$ cat src/stop_pkg.sv
package stop_pkg;

  // Register indices on the plain register port
  localparam logic [3:0] REG_CTRL   = 4'h0;
  localparam logic [3:0] REG_STATUS = 4'h1;
  localparam logic [3:0] REG_RTI    = 4'h2;
  localparam logic [3:0] REG_ACK    = 4'h3;

  // Control and acknowledge register field positions
  localparam int CTRL_STOP_INSTR_ENABLE  = 0;
  localparam int CTRL_PDC    = 1;
  localparam int CTRL_PARTIAL_POWERDOWN_SELECT   = 2;
  localparam int CTRL_LOW_VOLTAGE_RESET_ENABLE  = 3;
  localparam int CTRL_DBGEN  = 4;
  localparam int ACK_PPD     = 0;

  // Reset values
  localparam logic [7:0] CTRL_RESET = 8'h01;
  localparam logic [2:0] RTI_OFF    = 3'h0;

  // Self-clocked tick: about 1 kHz from the 10 MHz clock
  localparam int CLK_HZ      = 10_000_000;
  localparam int RTI_SRC_HZ  = 1_000;
  localparam int RTI_TICK_CY = CLK_HZ / RTI_SRC_HZ;

  // Vector numbers reported on wakeup
  localparam logic [3:0] VEC_RESET = 4'h0;
  localparam logic [3:0] VEC_IRQ   = 4'h3;
  localparam logic [3:0] VEC_KBA   = 4'hc;
  localparam logic [3:0] VEC_KBB   = 4'hd;
  localparam logic [3:0] VEC_RTI   = 4'he;

  // Error status for memory-access-with-status in stop
  localparam logic [7:0] DBG_ERR_STOP = 8'hc0;
  localparam logic [7:0] DBG_OK       = 8'h00;

  typedef enum logic [1:0] {
    MODE_STOP3,
    MODE_STOP2,
    MODE_STOP1
  } stop_mode_t;

  typedef enum {
    ST_RUN,
    ST_STOP,
    ST_WAKE
  } pwr_state_t;

  // Clock and power gating outputs
  typedef struct packed {
    logic periph_clk_en;
    logic osc_en;
    logic dbg_clk_en;
    logic reg_standby;
    logic cmp_standby;
    logic rti_src_en;
  } power_ctl_t;

  // Wakeup sources
  typedef struct packed {
    logic reset_pin;
    logic irq_pin;
    logic kba_pin;
    logic kbb_pin;
  } wake_src_t;

endpackage

$ cat src/stop_mode_power_controller.sv
`timescale 1ns/100ps
// How it works
// - Stop3 halts clocks, retains all state
// - Stop3 exits on reset, enabled pins, timer
// - Reset exit resets; interrupt exit gives vector
// - Realtime tick from self-clocked 1 kHz source
// - Period select zero disables tick and source
// - Debug enable keeps debug clocks, full regulation
// - Debug enable refuses stop1 and stop2
// - Memory status commands in stop return stop error
// - Enter-debug command wakes when debug enabled
// - Low-voltage reset forces stop3, regulator on
// - Peripheral clocks stop in every stop mode
// - Stop2 latches pins until acknowledge
// - Stop1 forces pins to reset state
// - Stop2 wakeup resets registers, keeps RAM
// - Stop1 wakeup resets registers, RAM lost
// - Timer and serial modules stop, reset after stop1/2
// - Comparator standby in stop, reset after stop1/2
// - Keyboard group a active-low wake in stop1/2
// - Regulator standby unless lvd reset or debug
// - Stop with enable clear forces illegal reset
// - Powerdown set, partial clear selects stop1
// - Powerdown and partial set selects stop2
// - Stop2 wakeup sets flag until acknowledged
module stop_mode_power_controller
  import stop_pkg::*;
#(
  parameter int RTI_DIV = RTI_TICK_CY
) (
  // Clock and reset
  input  wire logic        clk_in,
  input  wire logic        rst_in,
  // Register port
  input  wire logic [3:0]  reg_addr_in,
  input  wire logic [7:0]  reg_wdata_in,
  input  wire logic        reg_wr_in,
  input  wire logic        reg_rd_in,
  output logic      [7:0]  reg_rdata_out,
  // CPU side
  input  wire logic        stop_instr_in,
  input  wire logic        irq_enable_in,
  input  wire logic        irq_pin_in,
  input  wire logic        kba_enable_in,
  input  wire logic        kba_pin_in,
  input  wire logic        kba_active_low_in,
  input  wire logic        kbb_enable_in,
  input  wire logic        kbb_pin_in,
  input  wire logic        reset_pin_n_in,
  // Debug commands
  input  wire logic        dbg_mem_status_cmd_in,
  input  wire logic        dbg_enter_cmd_in,
  output logic      [7:0]  dbg_status_out,
  output logic             dbg_active_out,
  // Power and gating
  output power_ctl_t       power_out,
  output logic             in_stop_out,
  output stop_mode_t       mode_out,
  output logic             pin_latch_out,
  output logic             pin_force_reset_out,
  output logic             ram_retain_out,
  // Resets and wakeup
  output logic             sys_reset_out,
  output logic             illegal_op_reset_out,
  output logic             periph_reset_out,
  output logic             wake_out,
  output logic      [3:0]  wake_vector_out
);

  // Refuse a divider that the tick counter cannot serve
  if (RTI_DIV < 2 || RTI_DIV >= (1 << 24)) begin : g_bad_div
    $error("RTI_DIV must lie between 2 and 2**24-1");
  end

  logic [7:0]  ctrl_q;
  logic [2:0]  rti_sel_q;
  logic        partial_powerdown_flag_q;
  logic        latch_q;
  pwr_state_t  state_q;
  stop_mode_t  mode_q;
  logic        dbg_kept_q;
  logic        lvd_kept_q;
  logic        rti_tick_q;
  logic [31:0] rti_cnt_q;
  logic [31:0] rti_lim_q;
  logic [3:0]  vec_q;
  logic        wake_q;
  logic        sysrst_q;
  logic        illrst_q;
  logic        dbg_act_q;
  logic [7:0]  dbg_stat_q;
  logic [7:0]  rdata_q;

  logic       stop_instr_enable, powerdown_control, partial_powerdown_select, low_voltage_reset_enable, dbgen;
  stop_mode_t sel_mode;
  logic       kba_wake, irq_wake, kbb_wake, rti_en, any_wake;
  logic       ack_wr;

  assign stop_instr_enable = ctrl_q[CTRL_STOP_INSTR_ENABLE];
  assign powerdown_control   = ctrl_q[CTRL_PDC];
  assign partial_powerdown_select  = ctrl_q[CTRL_PARTIAL_POWERDOWN_SELECT];
  assign low_voltage_reset_enable = ctrl_q[CTRL_LOW_VOLTAGE_RESET_ENABLE];
  assign dbgen = ctrl_q[CTRL_DBGEN];
  assign ack_wr = reg_wr_in && reg_addr_in == REG_ACK
                  && reg_wdata_in[ACK_PPD];

  // Mode selection from powerdown bits and overrides
  always_comb begin
    if (!powerdown_control || low_voltage_reset_enable || dbgen) begin
      sel_mode = MODE_STOP3;
    end else if (partial_powerdown_select) begin
      sel_mode = MODE_STOP2;
    end else begin
      sel_mode = MODE_STOP1;
    end
  end

  // Wakeup qualification per mode
  always_comb begin
    rti_en   = rti_sel_q != RTI_OFF;
    irq_wake = irq_enable_in && !irq_pin_in;
    if (mode_q == MODE_STOP3) begin
      kba_wake = kba_enable_in &&
                 (kba_pin_in ^ kba_active_low_in);
      kbb_wake = kbb_enable_in && !kbb_pin_in;
    end else begin
      kba_wake = kba_enable_in && !kba_pin_in;
      kbb_wake = 1'b0;
    end
    any_wake = irq_wake || kba_wake || kbb_wake ||
               (rti_tick_q && rti_en && mode_q != MODE_STOP1);
  end

  // Control registers
  always_ff @(posedge clk_in) begin
    if (rst_in) begin
      ctrl_q    <= CTRL_RESET;
      rti_sel_q <= RTI_OFF;
    end else if (state_q == ST_WAKE && mode_q != MODE_STOP3) begin
      ctrl_q    <= CTRL_RESET;
      rti_sel_q <= RTI_OFF;
    end else if (reg_wr_in && reg_addr_in == REG_CTRL) begin
      ctrl_q <= reg_wdata_in;
    end else if (reg_wr_in && reg_addr_in == REG_RTI) begin
      rti_sel_q <= reg_wdata_in[2:0];
    end
  end

  // Self-clocked tick divider
  always_ff @(posedge clk_in) begin
    if (rst_in || !rti_en) begin
      rti_cnt_q  <= 32'h0;
      rti_tick_q <= 1'b0;
      rti_lim_q  <= 32'(RTI_DIV);
    end else begin
      rti_lim_q <= 32'(RTI_DIV) << rti_sel_q;
      if (rti_cnt_q >= rti_lim_q - 32'h1) begin
        rti_cnt_q  <= 32'h0;
        rti_tick_q <= 1'b1;
      end else begin
        rti_cnt_q  <= rti_cnt_q + 32'h1;
        rti_tick_q <= 1'b0;
      end
    end
  end

  // Power state machine
  always_ff @(posedge clk_in) begin
    if (rst_in) begin
      state_q    <= ST_RUN;
      mode_q     <= MODE_STOP3;
      dbg_kept_q <= 1'b0;
      lvd_kept_q <= 1'b0;
      wake_q     <= 1'b0;
      vec_q      <= VEC_RESET;
      sysrst_q   <= 1'b0;
      illrst_q   <= 1'b0;
      dbg_act_q  <= 1'b0;
    end else begin
      wake_q   <= 1'b0;
      sysrst_q <= 1'b0;
      illrst_q <= 1'b0;
      case (state_q)
        ST_RUN: begin
          if (dbg_act_q && !dbg_enter_cmd_in) begin
            dbg_act_q <= 1'b1;
          end
          if (stop_instr_in && !stop_instr_enable) begin
            illrst_q <= 1'b1;
          end else if (stop_instr_in) begin
            state_q    <= ST_STOP;
            mode_q     <= sel_mode;
            dbg_kept_q <= dbgen;
            lvd_kept_q <= low_voltage_reset_enable;
          end
        end
        ST_STOP: begin
          if (!reset_pin_n_in) begin
            state_q  <= ST_WAKE;
            sysrst_q <= 1'b1;
            vec_q    <= VEC_RESET;
            wake_q   <= 1'b1;
          end else if (dbg_enter_cmd_in && dbg_kept_q) begin
            state_q   <= ST_RUN;
            dbg_act_q <= 1'b1;
          end else if (any_wake) begin
            state_q <= ST_WAKE;
            wake_q  <= 1'b1;
            if (mode_q != MODE_STOP3) begin
              sysrst_q <= 1'b1;
              vec_q    <= VEC_RESET;
            end else if (irq_wake) begin
              vec_q <= VEC_IRQ;
            end else if (kba_wake) begin
              vec_q <= VEC_KBA;
            end else if (kbb_wake) begin
              vec_q <= VEC_KBB;
            end else begin
              vec_q <= VEC_RTI;
            end
          end
        end
        ST_WAKE: begin
          state_q <= ST_RUN;
        end
        default: begin
          state_q <= ST_RUN;
        end
      endcase
    end
  end

  // Partial powerdown flag and pin latch
  always_ff @(posedge clk_in) begin
    if (rst_in) begin
      partial_powerdown_flag_q  <= 1'b0;
      latch_q <= 1'b0;
    end else if (state_q == ST_RUN && stop_instr_in && stop_instr_enable
                 && sel_mode == MODE_STOP2) begin
      latch_q <= 1'b1;
    end else if (state_q == ST_WAKE && mode_q == MODE_STOP2) begin
      partial_powerdown_flag_q <= 1'b1;
    end else if (ack_wr) begin
      partial_powerdown_flag_q  <= 1'b0;
      latch_q <= 1'b0;
    end
  end

  // Debug status answers
  always_ff @(posedge clk_in) begin
    if (rst_in) begin
      dbg_stat_q <= DBG_OK;
    end else if (dbg_mem_status_cmd_in) begin
      dbg_stat_q <= (state_q == ST_STOP) ? DBG_ERR_STOP
                                        : DBG_OK;
    end
  end

  // Register read port
  always_ff @(posedge clk_in) begin
    if (rst_in) begin
      rdata_q <= 8'h00;
    end else if (reg_rd_in) begin
      case (reg_addr_in)
        REG_CTRL:   rdata_q <= ctrl_q;
        REG_STATUS: rdata_q <= {4'h0, partial_powerdown_flag_q, latch_q,
                                2'(mode_q)};
        REG_RTI:    rdata_q <= {5'h00, rti_sel_q};
        default:    rdata_q <= 8'h00;
      endcase
    end else begin
      rdata_q <= 8'h00;
    end
  end

  // Gating outputs
  always_comb begin
    logic stopped;
    stopped = state_q == ST_STOP;
    power_out.periph_clk_en = !stopped;
    power_out.osc_en      = !stopped || lvd_kept_q;
    power_out.dbg_clk_en  = !stopped || dbg_kept_q;
    power_out.reg_standby = stopped && !dbg_kept_q
                            && !lvd_kept_q;
    power_out.cmp_standby = stopped;
    power_out.rti_src_en  = rti_en;
  end

  assign in_stop_out         = state_q == ST_STOP;
  assign mode_out            = mode_q;
  assign pin_latch_out       = latch_q;
  assign pin_force_reset_out = state_q == ST_STOP
                               && mode_q == MODE_STOP1;
  assign ram_retain_out      = !(state_q == ST_STOP
                               && mode_q == MODE_STOP1);
  assign sys_reset_out       = sysrst_q;
  assign illegal_op_reset_out = illrst_q;
  assign periph_reset_out    = state_q == ST_WAKE
                               && mode_q != MODE_STOP3;
  assign wake_out            = wake_q;
  assign wake_vector_out     = vec_q;
  assign dbg_status_out      = dbg_stat_q;
  assign dbg_active_out      = dbg_act_q;
  assign reg_rdata_out       = rdata_q;

  // Checks
  a_stop_instr_enable_refuse: assert property (@(posedge clk_in) disable iff (rst_in)
    state_q == ST_RUN && stop_instr_in && !stop_instr_enable |=>
      illegal_op_reset_out && !in_stop_out)
    else $error("stop without enable not refused");
  a_dbg_stop3: assert property (@(posedge clk_in) disable iff (rst_in)
    state_q == ST_RUN && stop_instr_in && stop_instr_enable && dbgen |=>
      mode_q == MODE_STOP3)
    else $error("debug enable did not force stop3");
  a_lvd_stop3: assert property (@(posedge clk_in) disable iff (rst_in)
    state_q == ST_RUN && stop_instr_in && stop_instr_enable && low_voltage_reset_enable |=>
      mode_q == MODE_STOP3 && !power_out.reg_standby)
    else $error("low voltage reset did not force stop3");
  a_periph_gate: assert property (@(posedge clk_in) disable iff (rst_in)
    in_stop_out |-> !power_out.periph_clk_en)
    else $error("peripheral clock running in stop");
  a_reg_standby: assert property (@(posedge clk_in) disable iff (rst_in)
    in_stop_out && !dbg_kept_q && !lvd_kept_q |->
      power_out.reg_standby)
    else $error("regulator not in standby");
  a_mem_status: assert property (@(posedge clk_in) disable iff (rst_in)
    in_stop_out && dbg_mem_status_cmd_in |=>
      dbg_status_out == DBG_ERR_STOP)
    else $error("no stop error status");
  a_reset_vector: assert property (@(posedge clk_in) disable iff (rst_in)
    in_stop_out && !reset_pin_n_in |=>
      sys_reset_out && wake_vector_out == VEC_RESET)
    else $error("reset pin exit did not reset");
  a_partial_powerdown_flag_set: assert property (@(posedge clk_in) disable iff (rst_in)
    state_q == ST_WAKE && mode_q == MODE_STOP2 |=>
      partial_powerdown_flag_q ##1 partial_powerdown_flag_q || $past(ack_wr))
    else $error("partial powerdown flag not set");
  c_stop2: cover property (@(posedge clk_in)
    in_stop_out && mode_q == MODE_STOP2 ##[1:100] wake_out);
  c_stop3_irq: cover property (@(posedge clk_in)
    wake_out && wake_vector_out == VEC_IRQ);
  c_dbg_wake: cover property (@(posedge clk_in)
    in_stop_out ##1 dbg_active_out);
  c_stop1_wake: cover property (@(posedge clk_in)
    wake_out && mode_q == MODE_STOP1);

  // Pin latch, tick source, wakeup and RAM retention checks
  a_latch_entry: assert property (
    @(posedge clk_in) disable iff (rst_in)
    state_q == ST_RUN && stop_instr_in && stop_instr_enable && sel_mode == MODE_STOP2
      |=> pin_latch_out && in_stop_out)
    else $error("pins not latched on stop2 entry");
  a_latch_hold: assert property (
    @(posedge clk_in) disable iff (rst_in)
    pin_latch_out && !ack_wr |=> pin_latch_out)
    else $error("pin latch dropped without acknowledge");
  a_rti_off: assert property (
    @(posedge clk_in) disable iff (rst_in)
    rti_sel_q == RTI_OFF |-> !power_out.rti_src_en ##1 !rti_tick_q)
    else $error("tick source running with period select zero");
  a_deep_wake: assert property (
    @(posedge clk_in) disable iff (rst_in)
    wake_out && mode_q != MODE_STOP3 |->
      sys_reset_out && periph_reset_out && wake_vector_out == VEC_RESET)
    else $error("deep stop wakeup without reset");
  a_deep_regs: assert property (
    @(posedge clk_in) disable iff (rst_in)
    state_q == ST_WAKE && mode_q != MODE_STOP3 |=>
      ctrl_q == CTRL_RESET && rti_sel_q == RTI_OFF)
    else $error("registers kept after deep stop wakeup");
  a_dbg_wake: assert property (
    @(posedge clk_in) disable iff (rst_in)
    in_stop_out && reset_pin_n_in && dbg_enter_cmd_in && dbg_kept_q |=>
      dbg_active_out && !in_stop_out)
    else $error("enter-debug command did not wake");
  a_irq_vector: assert property (
    @(posedge clk_in) disable iff (rst_in)
    in_stop_out && mode_q == MODE_STOP3 && reset_pin_n_in && irq_wake
      && !(dbg_enter_cmd_in && dbg_kept_q) |=>
      wake_out && !sys_reset_out && wake_vector_out == VEC_IRQ)
    else $error("interrupt wakeup gave wrong vector");
  a_ram_keep: assert property (
    @(posedge clk_in) disable iff (rst_in)
    in_stop_out && mode_q != MODE_STOP1 |-> ram_retain_out)
    else $error("ram not retained in stop2 or stop3");

endmodule

$ cat config.mk
export PLATFORM = sky130hd
export DESIGN_NAME = stop_mode_power_controller
export DESIGN_NICKNAME = d
export VERILOG_FILES = /design/src/stop_pkg.sv /design/src/stop_mode_power_controller.sv
export SDC_FILE = /design/constraint.sdc
export NUM_CORES = 1
export LEC_CHECK = 0
export ABC_CLOCK_PERIOD_IN_PS = 4000
export BUFFER_PORTS_ARGS = -buffer_cell sky130_fd_sc_hd__clkbuf_2
export CAP_MARGIN = 20
export CORE_MARGIN = 5
export CORE_UTILIZATION = 55
export CTS_BUF_LIST = sky130_fd_sc_hd__clkbuf_8
export DETAILED_ROUTE_END_ITERATION = 8
export HOLD_SLACK_MARGIN = 0.06
export PLACE_DENSITY_LB_ADDON = 0.1
export SLEW_MARGIN = 0
export SYNTH_ARGS = -nofsm -noshare
export SYNTH_HDL_FRONTEND = slang
export SYNTH_SLANG_ARGS = --single-unit
$ cat constraint.sdc
create_clock -name clk_in -period 4 [get_ports clk_in]
set_input_delay 1 -clock clk_in [delete_from_list [all_inputs] [get_ports clk_in]]
set_output_delay 1 -clock clk_in [all_outputs]
set_load 0.02 [all_outputs]
# Yosys cells after proc, flatten, opt, wreduce, memory -nomap -nowiden
# Index checks and enable logic that the tools add are counted.
[op_classes]
reduce_logical = 61
n_addsub = 2
n_lt_le_gt_ge = 1
n_eq_ne = 19
bitwise_logic = 7
shifts = 1
muxes = 36
[ops]
columns = ["op", "n"]
rows = [
  ["32-bit 2-to-1 mux", 5],
  ["32-bit zero test", 2],
  ["32-bit case mux with 2 select lines", 1],
  ["32-bit by 1-bit adder with 32-bit output (second input constant)", 1],
  ["32-bit by 1-bit == test with 1-bit output (second input constant)", 1],
  ["32-bit by 2-bit == test with 1-bit output (second input constant)", 1],
  ["32-bit by 3-bit == test with 1-bit output (second input constant)", 1],
  ["32-bit >= comparator", 1],
  ["14-bit by 3-bit << shifter with 32-bit output (first input constant)", 1],
  ["32-bit by 1-bit subtractor with 32-bit output (second input constant)", 1],
  ["8-bit case mux with 3 select lines", 1],
  ["1-bit logical AND", 21],
  ["4-bit 2-to-1 mux", 5],
  ["1-bit 2-to-1 mux", 18],
  ["2-bit inequality test (second input constant)", 8],
  ["1-bit zero test", 11],
  ["2-bit OR reduction", 5],
  ["3-bit AND reduction", 3],
  ["4-bit by 2-bit == test with 1-bit output (second input constant)", 2],
  ["1-bit logical OR", 8],
  ["2-bit 2-to-1 mux", 4],
  ["8-bit 2-to-1 mux", 1],
  ["2-bit nonzero test", 4],
  ["1-bit inverter", 6],
  ["other kinds (12)", 15],
]
[word_totals]
word_cells = 145
inputBits = 27
regBits = 138
out_inout_bits = 37

# Longest topological paths before layout
# Gate-level depths: netlist of the first run.
[depth]
depth_word = 10
mapped_depth = 14

# Worst setup path before layout of the first run
# Ideal clock, no wire load.
[synth_path]
path_type = "reg-to-reg"
start = "register rti_lim_q[10]"
end = "register rti_cnt_q[21]"
setup_time_ns = 0.123
path_buffers = 1
arrival_time_ns = 2.845
path_slack_ns = 1.033
stages_incl_launch_ff = 12
path_cell_list = "dfxtp_1 or4_4 or2_4 nand2b_4 nand2b_1 ha_1 nand4_1 nor3_1 inv_1 o2111ai_1 buf_2 nor3_2"
[synth_between]
elab_chain_cells = 3
[synth_rtl]
columns = ["item", "line", "rtl"]
rows = [
  ["start, declared", "stop_mode_power_controller.sv:85", "logic [31:0] rti_lim_q;"],
  ["start signal, assigned", "stop_mode_power_controller.sv:154", "rti_lim_q <= 32'(RTI_DIV);"],
  ["start signal, assigned", "stop_mode_power_controller.sv:156", "rti_lim_q <= 32'(RTI_DIV) << rti_sel_q;"],
  ["32-bit by 1-bit subtractor with 32-bit output", "stop_mode_power_controller.sv:157", "if (rti_cnt_q >= rti_lim_q - 32'h1) begin"],
  ["32-bit >= comparator", "stop_mode_power_controller.sv:157", ""],
  ["2-bit OR reduction (no source line)", "n/a", ""],
  ["end signal, assigned", "stop_mode_power_controller.sv:161", "rti_cnt_q <= rti_cnt_q + 32'h1;"],
  ["end, declared", "stop_mode_power_controller.sv:84", "logic [31:0] rti_cnt_q;"],
]
# No other way between the ends.
# A chain may end at the register's enable or synchronous reset.

# Worst setup path after layout of the first run
[layout_path]
start = "register rti_lim_q[13]"
end = "register rti_cnt_q[11]"
# The elaborated chain is that of the path after synthesis.

==> impl_metrics.tcl, run 1 <==
set metrics [dict create \
    outcome "complete, no violations" \
    period_share_pct 85.4 \
    grt_max_degree 34 \
    dp_hpwl_mm 7.23 \
    holdPathStages 1 \
    async_flop_share_pct 0 \
    ys_types 61 \
    min_path_type "reg -> reg" \
    htree_levels 3 \
    rsz0062_at_grt "false" \
    place_congestion 0.896 \
    routed_via_density 5.40 \
    grt_pass1_wl_mm 16.5 \
    cts.sinks 85 \
    synth.area.top_cells "dfxtp_1, ha_1, xnor2_1, nor3_2, mux2i_1" \
    syn_area_per_cell_sq_um 9.34 \
    dr.pass1.iters 4 \
    min_period_ns 3.42 \
    cpPeakStageDelay_ns 0.57 \
    r2r_cells 12 \
    grt_pass1_vias 3651 \
    clk_latency_ns 0.36 \
    slew_headroom_pct 62.0 \
    post-route-util_pct 62.2 \
    ys.flop_type "dfxtp_1" \
    clk_pin_slew_worst_paths_ns 0.10 \
    critPathCaptureType "flip-flop" \
    register_area_sq_um 1700 \
    reg2reg_from "rti_lim_q[13]" \
    min-delay-start "ctrl_q[7]" \
    post_drt_wl_per_cell_um 14.2 \
    grt.total_usage_pct 19.3 \
    path_cells "or4_4, nor3_4, nand2_2, nor3_2, xnor2_1, ha_1, a21oi_1, o21ai_0, a221oi_1, o2111ai_4, buf_12, nor3b_1" \
    worstMarginPinSlew_ns 0.570 \
    placedCellCount 656 \
    cap_violations 0 \
    ctsRootBufferMaster "clkbuf_8" \
    synth_edf_count 0 \
    hold_buffers 0 \
    placed_area_sq_um 5100 \
    drtAntennaViolNets 0 \
    finalSetupTns_ns 0 \
    setup_ws_ns 0.583 \
    max_freq_mhz 293 \
    synth_area_leader_cell "dfxtp_1" \
    numPortBuffers 57 \
    worstReg2RegEnd "rti_cnt_q[11]" \
    numCtsBuffers 9 \
    initial_utilization_pct 55.8 \
    dp_slack_ns 0.590 \
    die_x_um 103 \
    arrival_ns 3.69 \
    muxShareOfSynthArea_pct 4.93 \
    reg2reg_slack_ns 0.58 \
    ys_ff_latch 85 \
    synth_top_family_by_area "simple AND/OR/NAND/NOR gates" \
    netlist.area_leader.share_pct 35.5 \
    stdcell_count 672 \
    num_vias 3629 \
    nets 621 \
    hold_viol_final 0 \
    setup_viol 0 \
    gr-total-overflow 0 \
    syn2layout_area_growth_pct 11.6 \
    worstSetupStartpointType "flip-flop" \
    rows 34 \
    ctsResizeCount 0 \
    routed_wl_mm 9.53 \
    worstSetupPathType "reg -> reg" \
    crit_slowest_cell "or4_4" \
    syn_area_sq_um 4790 \
    ir_drop_v 0.000221 \
    synth_compound_area_share_pct 7.13 \
    drive_gt1_share_pct 23.0 \
    io_pins 64 \
    tritoncts "done" \
    postCtsSetupBuffers 0 \
    skew_ns 0.00821 \
    synth-xor-area-share_pct 8.22 \
    power_per_cell_area_nw_per_um2 323 \
    hold_end "reg_rdata_out[7]" \
    num_antenna_cells 0 \
    synthAdderAreaFrac_pct 9.14 \
    synthSimpleGateAreaFrac_pct 30.1 \
    nFillCells 776 \
    drtIter0Drc 74 \
    dieArea_sq_um 10700 \
    maxSlewViolCount 0 \
    crit_required_ns 4.28 \
    yosysWarnings 0 \
    stdcell_area_sq_um 5350 \
    multi_input_comb_area_sq_um 2890 \
    dieHeight_um 103 \
    design.core.area_sq_um 8590 \
    drcViolationCount 0 \
    power_leakage_nw 2.12 \
    seq_area_frac_synth_pct 35.5 \
    syn_inst 513 \
    clk_path_buf_depth 2 \
    antenna_found_initial 0 \
    crit_path_max_fanout 32 \
]
[stage by stage]
stage	hold WS (ns)	power, mW
floorplan	0.430	0.956
global placement	0.444	0.983
detailed placement	0.450	0.984
CTS	0.474	1.76
global route	0.501	1.80
finish	0.471	1.73
[cell usage after synthesis, drive strengths merged (11+ instances only)]
cell type / number
nand2: 33
nand3: 25
xnor2: 36
nand2b: 14
nor4: 11
a21oi: 20
nor2: 46
ha: 35
mux2i: 21
nor3: 48
inv: 14
buf: 19
dfxtp: 85
[worst max path at each step]
| stage | from | endpoint | slack, ns | cells after the start |
|---|---|---|---|---|
| 4_1_cts | rti_lim_q[13] | rti_cnt_q[11] | 0.59 | 12 |
| 2_1_floorplan | rti_lim_q[10] | rti_cnt_q[21] | 1.03 | 11 |
| 6_report | rti_lim_q[13] | rti_cnt_q[11] | 0.58 | 12 |
| 3_5_place_dp | rti_lim_q[13] | rti_cnt_q[11] | 0.59 | 12 |
| 3_3_place_gp | rti_lim_q[13] | rti_cnt_q[11] | 0.67 | 12 |
| 5_1_grt | rti_lim_q[13] | rti_cnt_q[11] | 0.33 | 12 |
[registers in the layout, summed over array words and instances (netlist names), 2 cells and up]
register and cells:
rti_cnt_q 32, rti_lim_q 17, ctrl_q 8, reg_rdata_out 8
rti_sel_q 3, wake_vector_out 3, mode_out 2, state_q 2
[cell type report]
type,instances,area share (%)
clock inverters,7,2.39
flip-flops and latches,85,31.8
repair buffers,59,5.85
clock buffers,9,2.32
multi-input cells,389,54.1
inverters,15,1.05
well taps,108,2.53
[cells by family after synthesis]
logic type               after synthesis
XOR/XNOR                              45
AND/OR/NAND/NOR                      234
buffers and inverters                 44
multiplexers                          23
flip-flops                            85
adder cells (fa/ha/maj)               35
AO/OA/AOI/OAI                         46
other                                  1
[metal layers]
metal	vias up	global-route usage (%)	part of all wire (%)
met2	66	33.1	48
met4	0	4.88	1.1
met5	-	0	0
li1	1874	-	-
met3	12	5.10	3.8
met1	1677	24.1	47
[power breakdown]
group / internal (mW) / switching [mW] / leakage (nW) / total, mW
clock: 0.425 / 0.340 / 0.126 / 0.765
combinational: 0.0400 / 0.0648 / 1.31 / 0.105
sequential: 0.852 / 0.00648 / 0.686 / 0.859
total: 1.32 / 0.411 / 2.12 / 1.73
[layout by cell type, fill, tap and decap left out, drive strengths merged, types with 8 or more instances in the layout]
cell    netlist  layout
and3          8       8
xor2          9       9
nand2        33      33
inv          14      17
dfxtp        85      85
nand4        10      10
mux2i        21      21
nor2         46      46
a21oi        20      20
nand3        25      25
xnor2        36      36
nor3         48      48
nor4         11      11
and2         10      10
nand2b       14      14
clkbuf       10      66
ha           35      35
[worst max-delay path, delay by kind of cell (launching register included)]
family	cells	cell delay, ns
xor+xnor	1	0.14
flops	1	0.35
buf+inv	1	0.22
simple gates	5	1.35
compound gates	4	0.96
fa+ha+maj	1	0.28
Power figures use the tool's default switching activity.
==> inputs of run 2 (changes only) <==
--- a/config.mk
+++ b/config.mk
@@ -5,6 +5,7 @@
 export SDC_FILE = /design/constraint.sdc
 export NUM_CORES = 1
 export LEC_CHECK = 0
+export ABC_AREA = 1
 export ABC_CLOCK_PERIOD_IN_PS = 4000
 export BUFFER_PORTS_ARGS = -buffer_cell sky130_fd_sc_hd__clkbuf_2
 export CAP_MARGIN = 20
@@ -13,7 +14,7 @@
 export CTS_BUF_LIST = sky130_fd_sc_hd__clkbuf_8
 export DETAILED_ROUTE_END_ITERATION = 8
 export HOLD_SLACK_MARGIN = 0.06
-export PLACE_DENSITY_LB_ADDON = 0.1
+export PLACE_DENSITY = 0.74
 export SLEW_MARGIN = 0
 export SYNTH_ARGS = -nofsm -noshare
 export SYNTH_HDL_FRONTEND = slang
==> run 2 against run 1 <==
Core utilization rose by 0.13 points. Critical path depth rose by 5. Largest cell class unchanged. Critical endpoint is now rti_cnt_q[7]. Flip-flop and latch count did not move. Clock-buffer cell count did not move.
==> impl_metrics.tcl, run 2 <==
set metrics [dict create \
    postCtsSetupBuffers 0 \
    seq_area_frac_synth_pct 34.0 \
    power_per_cell_area_nw_per_um2 280 \
    syn2layout_area_growth_pct 9.61 \
    min_period_ns 3.22 \
    ctsResizeCount 0 \
    htree_levels 3 \
    cap_violations 0 \
    rsz0062_at_grt "false" \
    yosysWarnings 0 \
    cts.sinks 85 \
    num_vias 4564 \
    setup_viol 0 \
    multi_input_comb_area_sq_um 2730 \
    synth_edf_count 0 \
    cp_common_cell "nand2_1" \
    crit_family "simple AND/OR/NAND/NOR gates" \
    initial_utilization_pct 56.9 \
    outcome "complete, no violations" \
    grt.total_usage_pct 21.4 \
    dieArea_sq_um 11100 \
    critPathCaptureType "flip-flop" \
    path_cells "inv_1, ha_1, nand4_1, nor2_1, nand3b_1, nor3_1, nand3_1, ha_1, nand2_1, inv_1, nand2_1, nand2_1, nand2_1, nand2_1, a21oi_1, nand3_4, nor2_1" \
    clk_latency_ns 0.36 \
    gr-total-overflow 0 \
    maxSlewViolCount 0 \
    wl_met1_mm 4.99 \
    async_flop_share_pct 0 \
    drive_gt1_share_pct 12.0 \
    post_drt_wl_per_cell_um 13.0 \
    drtIter0Drc 185 \
    placedCellCount 882 \
    stdcell_count 897 \
    synth.most_common_cell "nand2_1" \
    post-route-util_pct 62.4 \
    crit_slowest_cell "nand3_4" \
    min_path_type "reg -> reg" \
    routed_via_density 5.09 \
    netlist.area_leader.share_pct 34.0 \
    ys.flop_type "dfxtp_1" \
    design.core.area_sq_um 8810 \
    worstSetupPathType "reg -> reg" \
    worstSetupStartpointType "flip-flop" \
    rows 34 \
    num_antenna_cells 0 \
    grt_pass1_vias 4533 \
    crit_buf_inv 2 \
    routed_wl_mm 11.6 \
    crit_path_max_fanout 32 \
    synth_area_leader_cell "dfxtp_1" \
    dieHeight_um 105 \
    grt_pass1_wl_mm 19.6 \
    yosys-top-cells-count "nand2_1, inv_1, nor2_1, dfxtp_1, ha_1" \
    tritoncts "done" \
    period_share_pct 80.6 \
    nFillCells 839 \
    clk_pin_slew_worst_paths_ns 0.09 \
    nets 847 \
    slew_headroom_pct 63.1 \
    worstMarginPinSlew_ns 0.552 \
    io_pins 64 \
    wl_met3_um 554 \
    arrival_ns 3.51 \
    hold_viol_final 0 \
    syn_area_sq_um 5010 \
    place_congestion 0.906 \
    antenna_found_initial 0 \
    ir_drop_v 0.000178 \
    max_freq_mhz 310 \
    numCtsBuffers 9 \
    top_layer "met4" \
    grt_max_degree 33 \
    syn_area_per_cell_sq_um 6.86 \
    final_common_cell "nand2_1" \
    dp_slack_ns 0.797 \
    final_cell_mix "nand2_1, inv_1, nor2_1" \
    ys_ff_latch 85 \
    dr_wl_met2_mm 5.69 \
    skew_ns 0.0120 \
    reg_top3 "rti_cnt_q x32, rti_lim_q x17" \
    dp_hpwl_mm 9.36 \
    cpPeakStageDelay_ns 0.36 \
    drcViolationCount 0 \
    ctsRootBufferMaster "clkbuf_8" \
    hold_buffers 0 \
    largest_reg_flops 32 \
    drtAntennaViolNets 0 \
    fin_total_pwr_mw 1.54 \
    power_leakage_nw 2.40 \
    register_area_sq_um 1700 \
    setup_ws_ns 0.775 \
    die_x_um 105 \
    numPortBuffers 57 \
    crit_required_ns 4.28 \
    dr.pass1.iters 5 \
    clk_path_buf_depth 2 \
    syn_inst 730 \
    synth.area.top_cells "dfxtp_1, nand2_1, inv_1, ha_1, nor2_1" \
    ys_types 36 \
    finalSetupTns_ns 0 \
    largest-register "rti_cnt_q" \
]
==> run 2: changes by cell type in the layout (fill, tap and decap cells not counted), moves of 10 or more <==
cell / previous run / this run
nor2_1: 45 / 106
xor2_1: 9 / 23
nand3b_1: 0 / 13
a21oi_1: 20 / 34
nor3_1: 16 / 27
nand2b_1: 13 / 0
nand3_1: 24 / 34
inv_1: 13 / 120
xnor2_1: 36 / 8
nor3_2: 31 / 2
nand2_1: 32 / 164
mux2i_1: 21 / 0
==> run 2: cell type report <==
| class | instances | share of cell area, % |
|---|---|---|
| clock buffers | 9 | 2.26 |
| inverters | 123 | 8.45 |
| flip-flops and latches | 85 | 31.0 |
| clock inverters | 6 | 0.888 |
| well taps | 108 | 2.46 |
| multi-input cells | 509 | 49.8 |
| repair buffers | 57 | 5.19 |
==> run 2: path summary, 6_finish.rpt <==
kind	start	end	slack, ns	cells past startpoint
max	rti_lim_q[4]	rti_cnt_q[7]	0.78	17
min	ctrl_q[6]	reg_rdata_out[6]	0.45	2
max reg2reg	rti_lim_q[4]	rti_cnt_q[7]	0.78	17
min reg2reg	ctrl_q[6]	reg_rdata_out[6]	0.45	2
==> run 2: kinds of logic (layout without fill, tap and decap cells) <==
family	Yosys count	in the layout	share of synthesized area [%]
adder cells (fa/ha/maj)	35	35	8.74
AO/OA/AOI/OAI	59	59	6.39
XOR/XNOR	31	31	5.42
buffers and inverters	141	195	11.9
flip-flops	85	85	34.0
AND/OR/NAND/NOR	378	378	33.6
other	1	6	0.0748
==> run 2: worst reg2reg max path: cells and delay by family (launching register included) <==
family | cells | cell delay (ns)
AO/OA/AOI/OAI | 1 | 0.24
adder cells (fa/ha/maj) | 2 | 0.52
AND/OR/NAND/NOR | 12 | 1.92
flip-flops | 1 | 0.34
buffers and inverters | 2 | 0.13
==> run 2: metal layers <==
metal / GRT usage (%) / up-vias
met1: 24.0 / 2037
met4: 10.1 / 0
met3: 4.40 / 31
met2: 38.7 / 118
li1: - / 2378
met5: 0 / -
==> run 2: metrics by stage <==
stage	hold WS [ns]	cell area (sq um)
floorplan	0.423	5030
global placement	0.436	5320
detailed placement	0.442	5320
CTS	0.457	5490
global route	0.479	5490
finish	0.451	5490
==> run 2: power by group <==
part	internal (mW)	leakage (nW)	switching [mW]
clock network	0.228	0.0836	0.326
registers	0.856	0.687	0.00960
logic	0.0379	1.63	0.0788
